===== config.mk =====
export PLATFORM = sky130hd
export DESIGN_NAME = rlpc_top
export DESIGN_NICKNAME = d
export VERILOG_FILES = /design/src/logic/rlpc_pkg.sv /design/src/logic/rlpc_top.sv /design/src/logic/rlpc_port.sv
export VERILOG_INCLUDE_DIRS = /design/src /design/src/logic
export SDC_FILE = /design/constraint.sdc
export NUM_CORES = 1
export LEC_CHECK = 0
export CORE_MARGIN = 2
export CORE_UTILIZATION = 69
export DETAILED_ROUTE_END_ITERATION = 7
export DONT_BUFFER_PORTS = 1
export GPL_TIMING_DRIVEN = 0
export HOLD_SLACK_MARGIN = 0.05
export PLACE_DENSITY = 0.85
export SYNTH_ARGS = -nofsm -noshare
export SYNTH_HDL_FRONTEND = slang
export SYNTH_SLANG_ARGS = --single-unit

===== constraint.sdc =====
create_clock -name core_clk_i -period 8.85 [get_ports core_clk_i]
set_input_delay 1.77 -clock core_clk_i [delete_from_list [all_inputs] [get_ports core_clk_i]]
set_output_delay 1.77 -clock core_clk_i [all_outputs]
set_load 0.01 [all_outputs]

===== src/logic/rlpc_regs.svh =====
`ifndef RLPC_REGS_SVH
`define RLPC_REGS_SVH

// ----------------------------------------------------------------
// Register byte offsets.
// ----------------------------------------------------------------
`define RLPC_ADR_P1_CFG   8'h00
`define RLPC_ADR_P1_TIME  8'h04
`define RLPC_ADR_P2_CFG   8'h08
`define RLPC_ADR_P2_TIME  8'h0C
`define RLPC_ADR_STATUS   8'h10
`define RLPC_ADR_MASK     8'h14
`define RLPC_ADR_CTRL     8'h18
`define RLPC_ADR_STATE    8'h1C
// ----------------------------------------------------------------
// Field positions.
// ----------------------------------------------------------------
`define RLPC_CFG_ADDR_LSB  0
`define RLPC_CFG_EMODE_LSB 8
`define RLPC_CFG_BAUD_LSB  10
`define RLPC_CFG_CLEN_BIT  12
`define RLPC_CFG_PAR_LSB   13
`define RLPC_CFG_STOP_BIT  15
`define RLPC_CFG_PROTO_LSB 16
`define RLPC_TIME_ETMR_LSB 0
`define RLPC_TIME_NRT_LSB  10
`define RLPC_TIME_RI_LSB   16
// ----------------------------------------------------------------
// Reset values and write masks.
// ----------------------------------------------------------------
`define RLPC_CFG_RST   32'h0000_8001
`define RLPC_TIME_RST  32'h0000_0000
`define RLPC_CFG_WMASK 32'h0003_FFFF
`define RLPC_TIME_WMASK 32'h007F_FFFF
// ----------------------------------------------------------------
// Protocol, mode and setting codes.
// ----------------------------------------------------------------
`define RLPC_PROTO_MODBUS 2'h0
`define RLPC_PROTO_LOADER 2'h1
`define RLPC_PROTO_GPINV  2'h2
`define RLPC_PROTO_BAS    2'h3
`define RLPC_EMODE_STOP   2'h0
`define RLPC_EMODE_TIMED  2'h1
`define RLPC_EMODE_RECOV  2'h2
`define RLPC_EMODE_RUN    2'h3
`define RLPC_PAR_EVEN     2'h1
`define RLPC_PAR_ODD      2'h2
`define RLPC_MB_ADDR_MAX  8'hF7
`define RLPC_LD_ADDR_MAX  8'hFF
`define RLPC_GP_ADDR_MAX  8'h1F
`define RLPC_MB_BCAST     8'h00
`define RLPC_GP_BCAST     8'h63

// ----------------------------------------------------------------
// Timing.
// ----------------------------------------------------------------
`define RLPC_CLK_HZ       100000000
`define RLPC_TICK_MS      10
`define RLPC_TICK_CYCLES  (`RLPC_CLK_HZ / 1000 * `RLPC_TICK_MS)
`define RLPC_ETMR_UNIT_MS 100
`define RLPC_NRT_UNIT_MS  1000
`define RLPC_ETMR_TICKS   (`RLPC_ETMR_UNIT_MS / `RLPC_TICK_MS)
`define RLPC_NRT_TICKS    (`RLPC_NRT_UNIT_MS / `RLPC_TICK_MS)
`define RLPC_ETMR_MAX     10'h258
`define RLPC_NRT_MAX      6'h3C
`define RLPC_RI_MAX       7'h64
`define RLPC_BAUD0        2400
`define RLPC_BAUD1        4800
`define RLPC_BAUD2        9600
`define RLPC_BAUD3        19200

`endif


===== src/logic/rlpc_pkg.sv =====
package rlpc_pkg;

  typedef enum {
    ERR_IDLE,
    ERR_WAIT,
    ERR_ALARM
  } rlpc_err_state_t;

  typedef logic [1:0] rlpc_code_t;

endpackage


===== src/logic/rlpc_top.sv =====
// Function
// two ports, each with independent link settings
// address range depends on selected protocol
// out-of-range address means never reply
// errors count only when running fully linked
// mode 0 alarms and stops at once
// mode 1 runs timer then always alarms
// mode 2 alarms only without recovery in time
// mode 3 keeps running, no alarm
// error timer 0.0 to 60.0 s, 0.1 s
// baud codes 0..3 give 2400..19200 bps
// length code 0 eight bits, 1 seven
// loader forces 8 bits, even, one stop
// parity codes; Modbus stop bits follow parity
// other protocols: stop code 0 two, 1 one
// no-response time 1..60 s, 0 disables
// wait response interval before reply starts
// protocol codes; loader only on first port
// start, data LSB first, parity, stop bits
`timescale 1ns/100ps
`include "rlpc_regs.svh"

module rlpc_top #(
  parameter int TICK_CYCLES = `RLPC_TICK_CYCLES
) (
  // Clock and reset.
  input  wire logic             core_clk_i,
  input  wire logic             reset_n_i,
  // Wishbone slave.
  input  wire logic             wb_cyc_i,
  input  wire logic             wb_stb_i,
  input  wire logic             wb_we_i,
  input  wire logic [7:0]       wb_adr_i,
  input  wire logic [3:0]       wb_sel_i,
  input  wire logic [31:0]      wb_dat_i,
  output logic      [31:0]      wb_dat_o,
  output logic                  wb_ack_o,
  // Drive state: one shared running flag, link commands per port.
  input  wire logic             drive_running_i,
  input  wire logic [1:0]       run_cmd_link_i,
  input  wire logic [1:0]       freq_cmd_link_i,
  // Link events from the character logic, per port.
  input  wire logic [1:0]       rx_done_i,
  input  wire logic [1:0]       rx_bcast_i,
  input  wire logic [1:0]       comm_error_i,
  // Effective framing, per port.
  output logic [1:0][15:0]      baud_div_o,
  output logic [1:0]            data_bits8_o,
  output logic [1:0]            parity_en_o,
  output logic [1:0]            parity_odd_o,
  output logic [1:0]            stop_two_o,
  // Addressing, per port.
  output logic [1:0][7:0]       station_address_o,
  output logic [1:0][7:0]       bcast_address_o,
  output logic [1:0]            bcast_en_o,
  output logic [1:0]            respond_en_o,
  // Reply timing and alarms per port; one shared stop request and interrupt.
  output logic [1:0]            reply_start_o,
  output logic [1:0]            alarm_o,
  output logic                  stop_request_o,
  output logic                  irq_o
);

  // ----------------------------------------------------------------
  // Constants.
  // ----------------------------------------------------------------
  localparam logic [19:0] TICK_LAST = 20'(TICK_CYCLES - 1);
  localparam logic [15:0] DIV0 = 16'(`RLPC_CLK_HZ / `RLPC_BAUD0);
  localparam logic [15:0] DIV1 = 16'(`RLPC_CLK_HZ / `RLPC_BAUD1);
  localparam logic [15:0] DIV2 = 16'(`RLPC_CLK_HZ / `RLPC_BAUD2);
  localparam logic [15:0] DIV3 = 16'(`RLPC_CLK_HZ / `RLPC_BAUD3);

  // ----------------------------------------------------------------
  // Bus decode.
  // ----------------------------------------------------------------
  logic        ack_reg;
  logic [31:0] dat_reg;
  logic [31:0] rd_data;
  logic [31:0] wmask;
  logic [7:0]  status_reg, status_next, status_set, status_clr;
  logic [7:0]  mask_reg, mask_next;
  logic        irq_reg;
  logic [1:0]  alarm_clr_reg;
  logic [7:0]  state_word;
  logic [19:0] tick_cnt_reg;
  logic        tick_reg;
  wire         req, wr, rd_ok;
  wire         wr_status, wr_mask, wr_ctrl;

  assign req       = wb_cyc_i & wb_stb_i & ~ack_reg;
  assign wr        = req & wb_we_i;
  assign wmask     = {{8{wb_sel_i[3]}}, {8{wb_sel_i[2]}},
                      {8{wb_sel_i[1]}}, {8{wb_sel_i[0]}}};
  assign wr_status = wr && (wb_adr_i == `RLPC_ADR_STATUS);
  assign wr_mask   = wr && (wb_adr_i == `RLPC_ADR_MASK);
  assign wr_ctrl   = wr && (wb_adr_i == `RLPC_ADR_CTRL);
  assign rd_ok     = req & ~wb_we_i;

  // ----------------------------------------------------------------
  // Per-port settings and decode.
  // ----------------------------------------------------------------
  logic [1:0][31:0] cfg_reg, time_reg;
  logic [1:0][7:0]  pev;
  logic [1:0]       respond_en_w, link_active_w, waiting_w, alarm_w;

  genvar p;
  generate
    for (p = 0; p < 2; p = p + 1) begin : g_port
      localparam logic [7:0] ADR_CFG  = (p == 0) ? `RLPC_ADR_P1_CFG : `RLPC_ADR_P2_CFG;
      localparam logic [7:0] ADR_TIME = (p == 0) ? `RLPC_ADR_P1_TIME : `RLPC_ADR_P2_TIME;
      logic [31:0]           cfg_next, time_next;
      logic [7:0]            addr;
      rlpc_pkg::rlpc_code_t  proto, baud, par, emode;
      logic [9:0]            etmr_raw, etmr;
      logic [5:0]            nrt_raw, nrt;
      logic [6:0]            ri_raw, ri;
      logic                  clen, stop, is_loader, is_modbus, addr_ok, proto_ok;
      logic [15:0]           div_w;
      logic                  bits8_w, par_en_w, par_odd_w, stop2_w, bc_en_w;
      logic [7:0]            bc_adr_w;
      logic                  err_evt, nr_evt, reply;

      // Writes obey the byte enables; unused upper bits stay zero.
      assign cfg_next  = (wr && wb_adr_i == ADR_CFG) ?
                         ((cfg_reg[p] & ~wmask) | (wb_dat_i & wmask)) & `RLPC_CFG_WMASK
                         : cfg_reg[p];
      assign time_next = (wr && wb_adr_i == ADR_TIME) ?
                         ((time_reg[p] & ~wmask) | (wb_dat_i & wmask)) & `RLPC_TIME_WMASK
                         : time_reg[p];

      always_ff @(posedge core_clk_i) begin
        if (!reset_n_i) begin
          cfg_reg[p]  <= `RLPC_CFG_RST;
          time_reg[p] <= `RLPC_TIME_RST;
        end else begin
          cfg_reg[p]  <= cfg_next;
          time_reg[p] <= time_next;
        end
      end

      assign addr  = cfg_reg[p][`RLPC_CFG_ADDR_LSB +: 8];
      assign emode = cfg_reg[p][`RLPC_CFG_EMODE_LSB +: 2];
      assign baud  = cfg_reg[p][`RLPC_CFG_BAUD_LSB +: 2];
      assign clen  = cfg_reg[p][`RLPC_CFG_CLEN_BIT];
      assign par   = cfg_reg[p][`RLPC_CFG_PAR_LSB +: 2];
      assign stop  = cfg_reg[p][`RLPC_CFG_STOP_BIT];
      assign proto = cfg_reg[p][`RLPC_CFG_PROTO_LSB +: 2];

      // Out-of-range entries saturate at the largest legal setting.
      assign etmr_raw = time_reg[p][`RLPC_TIME_ETMR_LSB +: 10];
      assign nrt_raw  = time_reg[p][`RLPC_TIME_NRT_LSB +: 6];
      assign ri_raw   = time_reg[p][`RLPC_TIME_RI_LSB +: 7];
      assign etmr = (etmr_raw > `RLPC_ETMR_MAX) ? `RLPC_ETMR_MAX : etmr_raw;
      assign nrt  = (nrt_raw > `RLPC_NRT_MAX) ? `RLPC_NRT_MAX : nrt_raw;
      assign ri   = (ri_raw > `RLPC_RI_MAX) ? `RLPC_RI_MAX : ri_raw;

      assign is_loader = (proto == `RLPC_PROTO_LOADER);
      assign is_modbus = (proto == `RLPC_PROTO_MODBUS);
      assign proto_ok  = !(is_loader && p != 0);

      assign addr_ok =
        is_modbus ? (addr != 8'h00 && addr <= `RLPC_MB_ADDR_MAX) :
        is_loader ? (addr != 8'h00 && addr <= `RLPC_LD_ADDR_MAX) :
        (proto == `RLPC_PROTO_GPINV) ? (addr != 8'h00 && addr <= `RLPC_GP_ADDR_MAX) :
        (addr != 8'h00);
      assign bc_en_w  = is_modbus || (proto == `RLPC_PROTO_GPINV);
      assign bc_adr_w = is_modbus ? `RLPC_MB_BCAST : `RLPC_GP_BCAST;

      assign div_w = (baud == 2'h0) ? DIV0 :
                     (baud == 2'h1) ? DIV1 :
                     (baud == 2'h2) ? DIV2 : DIV3;

      // The character logic shifts LSB first between start and stop.
      assign bits8_w   = is_loader | ~clen;
      assign par_en_w  = is_loader | (par == `RLPC_PAR_EVEN) | (par == `RLPC_PAR_ODD);
      assign par_odd_w = ~is_loader & (par == `RLPC_PAR_ODD);
      assign stop2_w   = is_loader ? 1'b0 :
                         is_modbus ? (par == 2'h0) : ~stop;

      assign respond_en_w[p]  = addr_ok & proto_ok;
      assign link_active_w[p] = drive_running_i & run_cmd_link_i[p]
                                & freq_cmd_link_i[p];

      always_ff @(posedge core_clk_i) begin
        if (!reset_n_i) begin
          baud_div_o[p]        <= DIV0;
          data_bits8_o[p]      <= 1'b1;
          parity_en_o[p]       <= 1'b0;
          parity_odd_o[p]      <= 1'b0;
          stop_two_o[p]        <= 1'b0;
          station_address_o[p] <= 8'h00;
          bcast_address_o[p]   <= 8'h00;
          bcast_en_o[p]        <= 1'b0;
          respond_en_o[p]      <= 1'b0;
        end else begin
          baud_div_o[p]        <= div_w;
          data_bits8_o[p]      <= bits8_w;
          parity_en_o[p]       <= par_en_w;
          parity_odd_o[p]      <= par_odd_w;
          stop_two_o[p]        <= stop2_w;
          station_address_o[p] <= addr;
          bcast_address_o[p]   <= bc_adr_w;
          bcast_en_o[p]        <= bc_en_w;
          respond_en_o[p]      <= respond_en_w[p];
        end
      end

      rlpc_port u_port (
        .core_clk_i    (core_clk_i),
        .reset_n_i     (reset_n_i),
        .tick_i        (tick_reg),
        .err_mode_i    (emode),
        .etmr_i        (etmr),
        .nrt_i         (nrt),
        .ri_i          (ri),
        .respond_en_i  (respond_en_w[p]),
        .link_active_i (link_active_w[p]),
        .rx_done_i     (rx_done_i[p]),
        .rx_bcast_i    (rx_bcast_i[p]),
        .comm_error_i  (comm_error_i[p]),
        .alarm_clr_i   (alarm_clr_reg[p]),
        .err_evt_o     (err_evt),
        .noresp_evt_o  (nr_evt),
        .reply_o       (reply),
        .alarm_o       (alarm_w[p]),
        .waiting_o     (waiting_w[p])
      );

      assign pev[p] = {4'h0, reply, nr_evt, alarm_w[p], err_evt};
    end
  endgenerate

  // ----------------------------------------------------------------
  // Time base.
  // ----------------------------------------------------------------
  // One shared tick keeps the long timers small at the cost of one
  // tick of jitter, which the reply interval count absorbs by counting one more.
  always_ff @(posedge core_clk_i) begin
    if (!reset_n_i) begin
      tick_cnt_reg <= 20'h0_0000;
      tick_reg     <= 1'b0;
    end else begin
      tick_reg <= (tick_cnt_reg == TICK_LAST);
      if (tick_cnt_reg == TICK_LAST) begin
        tick_cnt_reg <= 20'h0_0000;
      end else begin
        tick_cnt_reg <= tick_cnt_reg + 20'h0_0001;
      end
    end
  end

  // ----------------------------------------------------------------
  // Interrupt status and mask.
  // ----------------------------------------------------------------
  // Alarm status is a level copy of the port alarm, so it re-sets
  // while the alarm stands; events arriving in a clear cycle win.
  assign status_set  = {pev[1][3:0], pev[0][3:0]};
  assign status_clr  = wr_status ? (wb_dat_i[7:0] & wmask[7:0]) : 8'h00;
  assign status_next = (status_reg & ~status_clr) | status_set;
  assign mask_next   = wr_mask ? ((mask_reg & ~wmask[7:0]) | (wb_dat_i[7:0] & wmask[7:0]))
                       : mask_reg;

  always_ff @(posedge core_clk_i) begin
    if (!reset_n_i) begin
      status_reg    <= 8'h00;
      mask_reg      <= 8'h00;
      irq_reg       <= 1'b0;
      alarm_clr_reg <= 2'h0;
    end else begin
      status_reg    <= status_next;
      mask_reg      <= mask_next;
      irq_reg       <= |(status_next & mask_next);
      alarm_clr_reg <= wr_ctrl ? (wb_dat_i[1:0] & wmask[1:0]) : 2'h0;
    end
  end

  // ----------------------------------------------------------------
  // Read path and acknowledge.
  // ----------------------------------------------------------------
  assign state_word = {waiting_w, link_active_w, respond_en_w, alarm_w};

  assign rd_data =
    (wb_adr_i == `RLPC_ADR_P1_CFG)  ? cfg_reg[0]  :
    (wb_adr_i == `RLPC_ADR_P1_TIME) ? time_reg[0] :
    (wb_adr_i == `RLPC_ADR_P2_CFG)  ? cfg_reg[1]  :
    (wb_adr_i == `RLPC_ADR_P2_TIME) ? time_reg[1] :
    (wb_adr_i == `RLPC_ADR_STATUS)  ? {24'h00_0000, status_reg} :
    (wb_adr_i == `RLPC_ADR_MASK)    ? {24'h00_0000, mask_reg} :
    (wb_adr_i == `RLPC_ADR_STATE)   ? {24'h00_0000, state_word} :
    32'h0000_0000;

  always_ff @(posedge core_clk_i) begin
    if (!reset_n_i) begin
      ack_reg <= 1'b0;
      dat_reg <= 32'h0000_0000;
    end else begin
      ack_reg <= req;
      if (rd_ok) begin
        dat_reg <= rd_data;
      end
    end
  end

  // ----------------------------------------------------------------
  // Outputs.
  // ----------------------------------------------------------------
  always_ff @(posedge core_clk_i) begin
    if (!reset_n_i) begin
      reply_start_o  <= 2'h0;
      alarm_o        <= 2'h0;
      stop_request_o <= 1'b0;
    end else begin
      reply_start_o  <= {pev[1][3], pev[0][3]};
      alarm_o        <= alarm_w;
      stop_request_o <= |alarm_w;
    end
  end

  assign wb_ack_o = ack_reg;
  assign wb_dat_o = dat_reg;
  assign irq_o    = irq_reg;

endmodule


===== src/logic/rlpc_port.sv =====
`timescale 1ns/100ps
`include "rlpc_regs.svh"

module rlpc_port (
  // Clock and reset.
  input  wire logic        core_clk_i,
  input  wire logic        reset_n_i,
  // Settings and time base.
  input  wire logic        tick_i,
  input  wire logic [1:0]  err_mode_i,
  input  wire logic [9:0]  etmr_i,
  input  wire logic [5:0]  nrt_i,
  input  wire logic [6:0]  ri_i,
  input  wire logic        respond_en_i,
  // Link state and events, and the alarm clear.
  input  wire logic        link_active_i,
  input  wire logic        rx_done_i,
  input  wire logic        rx_bcast_i,
  input  wire logic        comm_error_i,
  input  wire logic        alarm_clr_i,
  // Results.
  output logic             err_evt_o,
  output logic             noresp_evt_o,
  output logic             reply_o,
  output logic             alarm_o,
  output logic             waiting_o
);

  // ----------------------------------------------------------------
  // Counters.
  // ----------------------------------------------------------------
  rlpc_pkg::rlpc_err_state_t state_reg, state_next;
  logic [12:0] nr_cnt_reg, wt_cnt_reg, nr_limit, wt_limit;
  logic [7:0]  ri_cnt_reg, ri_target;
  logic        ri_busy_reg;
  wire         nr_to, err_evt, recovered, ri_done, ri_start, wt_done;

  assign nr_limit  = 13'(nrt_i * `RLPC_NRT_TICKS);
  assign wt_limit  = 13'(etmr_i * `RLPC_ETMR_TICKS);
  assign nr_to     = (nrt_i != 6'h00) && (nr_cnt_reg >= nr_limit);
  assign err_evt   = (comm_error_i | nr_to) & link_active_i;
  assign recovered = rx_done_i & ~comm_error_i;
  assign wt_done   = wt_cnt_reg >= wt_limit;
  assign ri_target = {1'b0, ri_i} + 8'h01;
  assign ri_start  = rx_done_i & ~comm_error_i & ~rx_bcast_i & respond_en_i;
  assign ri_done   = ri_busy_reg && ((ri_i == 7'h00) || (ri_cnt_reg >= ri_target));

  // ----------------------------------------------------------------
  // Error handling state machine.
  // ----------------------------------------------------------------
  always_comb begin
    state_next = state_reg;
    case (state_reg)
      rlpc_pkg::ERR_IDLE: begin
        if (err_evt) begin
          case (err_mode_i)
            `RLPC_EMODE_STOP:  state_next = rlpc_pkg::ERR_ALARM;
            `RLPC_EMODE_TIMED: state_next = rlpc_pkg::ERR_WAIT;
            `RLPC_EMODE_RECOV: state_next = rlpc_pkg::ERR_WAIT;
            default:           state_next = rlpc_pkg::ERR_IDLE;
          endcase
        end
      end
      rlpc_pkg::ERR_WAIT: begin
        if (wt_done) begin
          state_next = rlpc_pkg::ERR_ALARM;
        end else if (recovered && err_mode_i == `RLPC_EMODE_RECOV) begin
          state_next = rlpc_pkg::ERR_IDLE;
        end else if (err_mode_i == `RLPC_EMODE_RUN) begin
          state_next = rlpc_pkg::ERR_IDLE;
        end
      end
      rlpc_pkg::ERR_ALARM: begin
        if (alarm_clr_i) begin
          state_next = rlpc_pkg::ERR_IDLE;
        end
      end
      default: state_next = rlpc_pkg::ERR_IDLE;
    endcase
  end

  // ----------------------------------------------------------------
  // Registers.
  // ----------------------------------------------------------------
  always_ff @(posedge core_clk_i) begin
    if (!reset_n_i) begin
      state_reg <= rlpc_pkg::ERR_IDLE;
      wt_cnt_reg <= 13'h0000;
    end else begin
      state_reg <= state_next;
      if (state_reg != rlpc_pkg::ERR_WAIT) begin
        wt_cnt_reg <= 13'h0000;
      end else if (tick_i) begin
        wt_cnt_reg <= wt_cnt_reg + 13'h0001;
      end
    end
  end

  // Any access restarts the silence count, even a broadcast one.
  always_ff @(posedge core_clk_i) begin
    if (!reset_n_i) begin
      nr_cnt_reg <= 13'h0000;
    end else if (rx_done_i || nr_to) begin
      nr_cnt_reg <= 13'h0000;
    end else if (tick_i) begin
      nr_cnt_reg <= nr_cnt_reg + 13'h0001;
    end
  end

  // The extra tick guards the minimum, as the tick phase is unknown.
  always_ff @(posedge core_clk_i) begin
    if (!reset_n_i) begin
      ri_busy_reg <= 1'b0;
      ri_cnt_reg  <= 8'h00;
    end else if (ri_start) begin
      ri_busy_reg <= 1'b1;
      ri_cnt_reg  <= 8'h00;
    end else if (ri_done) begin
      ri_busy_reg <= 1'b0;
    end else if (tick_i && ri_busy_reg) begin
      ri_cnt_reg <= ri_cnt_reg + 8'h01;
    end
  end

  always_ff @(posedge core_clk_i) begin
    if (!reset_n_i) begin
      err_evt_o    <= 1'b0;
      noresp_evt_o <= 1'b0;
      reply_o      <= 1'b0;
      alarm_o      <= 1'b0;
      waiting_o    <= 1'b0;
    end else begin
      err_evt_o    <= err_evt;
      noresp_evt_o <= nr_to & link_active_i;
      reply_o      <= ri_done & ~ri_start;
      alarm_o      <= state_next == rlpc_pkg::ERR_ALARM;
      waiting_o    <= state_next == rlpc_pkg::ERR_WAIT;
    end
  end

endmodule


==> flow_summary.yaml <==
timing:
  skew_ps: 18.0
  final_hold_viol_count: 0
  tightest_slew_ps: 1160
  rsz0062_at_grt: "no"
  holdWs_ps: 469
  final-setup-viol-count: 0
  period_needed_ps: 5740
  slew_headroom_pct: 21.8
  fin_setup_tns_ps: 0
  fmax_mhz: 174
  slew_violations: 0
  fin_crit_sh_pct: 64.9
power_and_ir_drop:
  p_int_w: 0.00252
  p_total_w: 0.00321
  p_seq_share_pct: 49.0
  leakagePower_nw: 8.18
  power.density_nw_per_um2: 172
  combPwrFrac_pct: 2.4
  p_sw_w: 0.000690
  swShare_pct: 21.5
  ir_drop_mv: 0.179
  clock_power_share_pct: 48.6
detailed_routing:
  dr.pass1.iters: 7
  routed_wl_mm: 42.9
  initialDrtViolationCount: 996
  wire_per_inst_um: 18.7
  viasPerCell: 5.91
  vias: 13600
  ant_nets: 0
  drc: 0
synthesis:
  synth_seq_cells: 343
  synth_area_um2: 16700
  yosys_warnings: 0
  synthDistinctLibCells: 72
  yosys.area.top_type_share_pct: 41.0
  synth.largest_area_cell: "dfxtp_1"
  syn_avg_cell_area_um2: 9.18
  yosysSeqAreaShare_pct: 41.0
  yosys_most_used_dff: "dfxtp_1"
  yosys-top-cells-area: "dfxtp_1 41%, ha_1 12%, nor2_1 5.1%"
  async_flop_share_pct: 0
  synth_edf_count: 0
  netlist_instances: 1825
layout:
  fin_util_pct: 77.5
  layout.cells.most_common: "dfxtp_1"
  final_cell_mix: "343 x dfxtp_1, 226 x nor2_1, 165 x ha_1, 138 x nand2_1, 102 x a21oi_1"
  area_delta_synth_final_pct: 11.5
  multi_input_area_um2: 9370
  regArea_um2: 6870
  drive_gt1_share_pct: 6.96
  final_net_count: 2171
  n_fill_cell: 1721
floorplanning:
  dieWidth_um: 160
  die-height_um: 160
  core_area_um2: 24100
  die-area_um2: 25500
  ios: 175
  initial_core_util_pct: 69.5
  row_count: 57
grt:
  grt_max_degree: 15
  grt_pass1_vias: 13300
  groute.usage.overall_pct: 33.1
  gr-total-overflow: 0
  grt_antenna_before_repair: 1
  grt_pass1_wl_mm: 68.3
worst_setup_path:
  cp_max_fo: 7
  crit_path_start_kind: "flip-flop"
  reg2reg_depth: 22
  rr_endpoint: "g_port[1].u_port.waiting_o"
  required_ps: 9320
  ff2ff_setup_slack_ps: 3110
  cp.arrival_ps: 6210
  crit_type: "reg2reg"
  end_kind: "flip-flop"
place:
  place.gp.congestion: 0.985
  post-dp-hpwl_mm: 31.5
  port_buffers: 0
clocking:
  numClockSinks: 343
  post-cts-setup-buffer-count: 0
  clockBufferDepth: 3
  cts_buffers: 36
  clkTransAtPathRegs_ps: 60
  cts_tree: "yes"
  cts_hold_buf: 0
  cts_repair_resize_count: 0
  clkLatencyLatePin_ps: 540
  cts-root-buf: "clkbuf_16"
  htreeDepth: 2
run:
  max_cap_viol_count: 0
outcome:
  status: "complete, no violations"
min_path:
  min_path_cells: 1
  hold_path.class: "reg2reg"
  min_to: "tick_cnt_reg[0]"
  hold_start: "tick_cnt_reg[0]"
[how the worst max path moves through the flow]
stage / startpoint / endpoint
floorplan: flip-flop / g_port[0].u_port.waiting_o
global placement: flip-flop / g_port[0].u_port.waiting_o
detailed placement: flip-flop / g_port[1].u_port.waiting_o
CTS: flip-flop / g_port[0].u_port.waiting_o
global route: flip-flop / g_port[0].u_port.waiting_o
finish: flip-flop / g_port[1].u_port.waiting_o
[stage by stage]
stage | std cells | worst slack, ps | cell area, µm²
global placement | 2228 | 3540 | 17500
CTS | 2292 | 3260 | 18700
finish | 2293 | 3110 | 18700
floorplan | 1904 | 4180 | 17000
detailed placement | 2228 | 3360 | 17500
global route | 2292 | 2670 | 18700
[metal layers]
layer	GRT usage, %	part of all wire [%]
met1	40.4	39
met2	56.1	48
met3	8.05	8.9
met4	14.3	4.2
met5	0	0.026
[power groups by stage]
stage / Sequential [W] / Combinational [W] / Clock (W)
2_1_floorplan: 0.00161 / 0.0000526 / 0
5_1_grt: 0.00157 / 0.0000842 / 0.00163
3_5_place_dp: 0.00161 / 0.0000743 / 0
4_1_cts: 0.00157 / 0.0000748 / 0.00157
6_report: 0.00157 / 0.0000781 / 0.00156
3_3_place_gp: 0.00161 / 0.0000733 / 0
[layout make-up]
| type | instances | area share [%] |
|---|---|---|
| diodes | 1 | 0.0134 |
| plain buffers | 103 | 2.93 |
| clock buffers | 50 | 5.54 |
| clock inverters | 14 | 1.00 |
| inverters | 69 | 1.39 |
| multi-input cells | 1389 | 50.2 |
| flip-flops and latches | 343 | 36.8 |
| well taps | 324 | 2.17 |
[critical path, cell delays in order (launching register included)]
cell and delay [ps]:
dfxtp_1 490, ha_1 280, nand2_1 150, or2_2 350, nand2_1 120, ha_1 250
ha_1 310, ha_1 320, fa_1 460, a21oi_1 150, nor2_1 60, nor2_1 140
o21bai_1 100, a21oi_1 190, xor2_1 190, ha_1 280, a21oi_1 140, o21a_1 190
nand2_1 70, o21ai_0 580, and2_1 290, a2bb2oi_1 360, and3_1 210
[logic make-up (layout without fill, tap and decap cells)]
group	after synthesis	in the layout	synth area share, %
DFF	343	343	41.0
buffers and inverters	172	236	4.81
other	2	82	0.0448
xor gates and xnor gates	115	115	6.01
and+or+nand+nor	690	690	20.4
AOI/OAI and AO/OA	248	248	9.06
adders and majority gates	169	169	12.8
muxes	86	86	5.89
[Yosys cell counts, types with 5 or more instances]
cell / number
nor2b_1: 21
o21bai_1: 5
and3_1: 43
a21o_1: 14
nand2b_1: 20
a31oi_1: 8
xnor2_1: 53
o21ai_0: 52
inv_1: 69
ha_1: 165
or2_2: 13
and2_1: 32
xor2_1: 62
or3_1: 16
nor3_1: 24
and4_1: 5
nand3_1: 71
a21boi_0: 5
nor2_1: 226
nor4_1: 21
o22ai_1: 6
mux4_2: 10
a21oi_1: 102
clkbuf_1: 57
mux2i_1: 76
dfxtp_1: 343
nand2_1: 138
buf_4: 38
nand4_1: 29
a22o_1: 6
a221oi_1: 8
a22oi_1: 7
(Power assumes the default switching activity.)
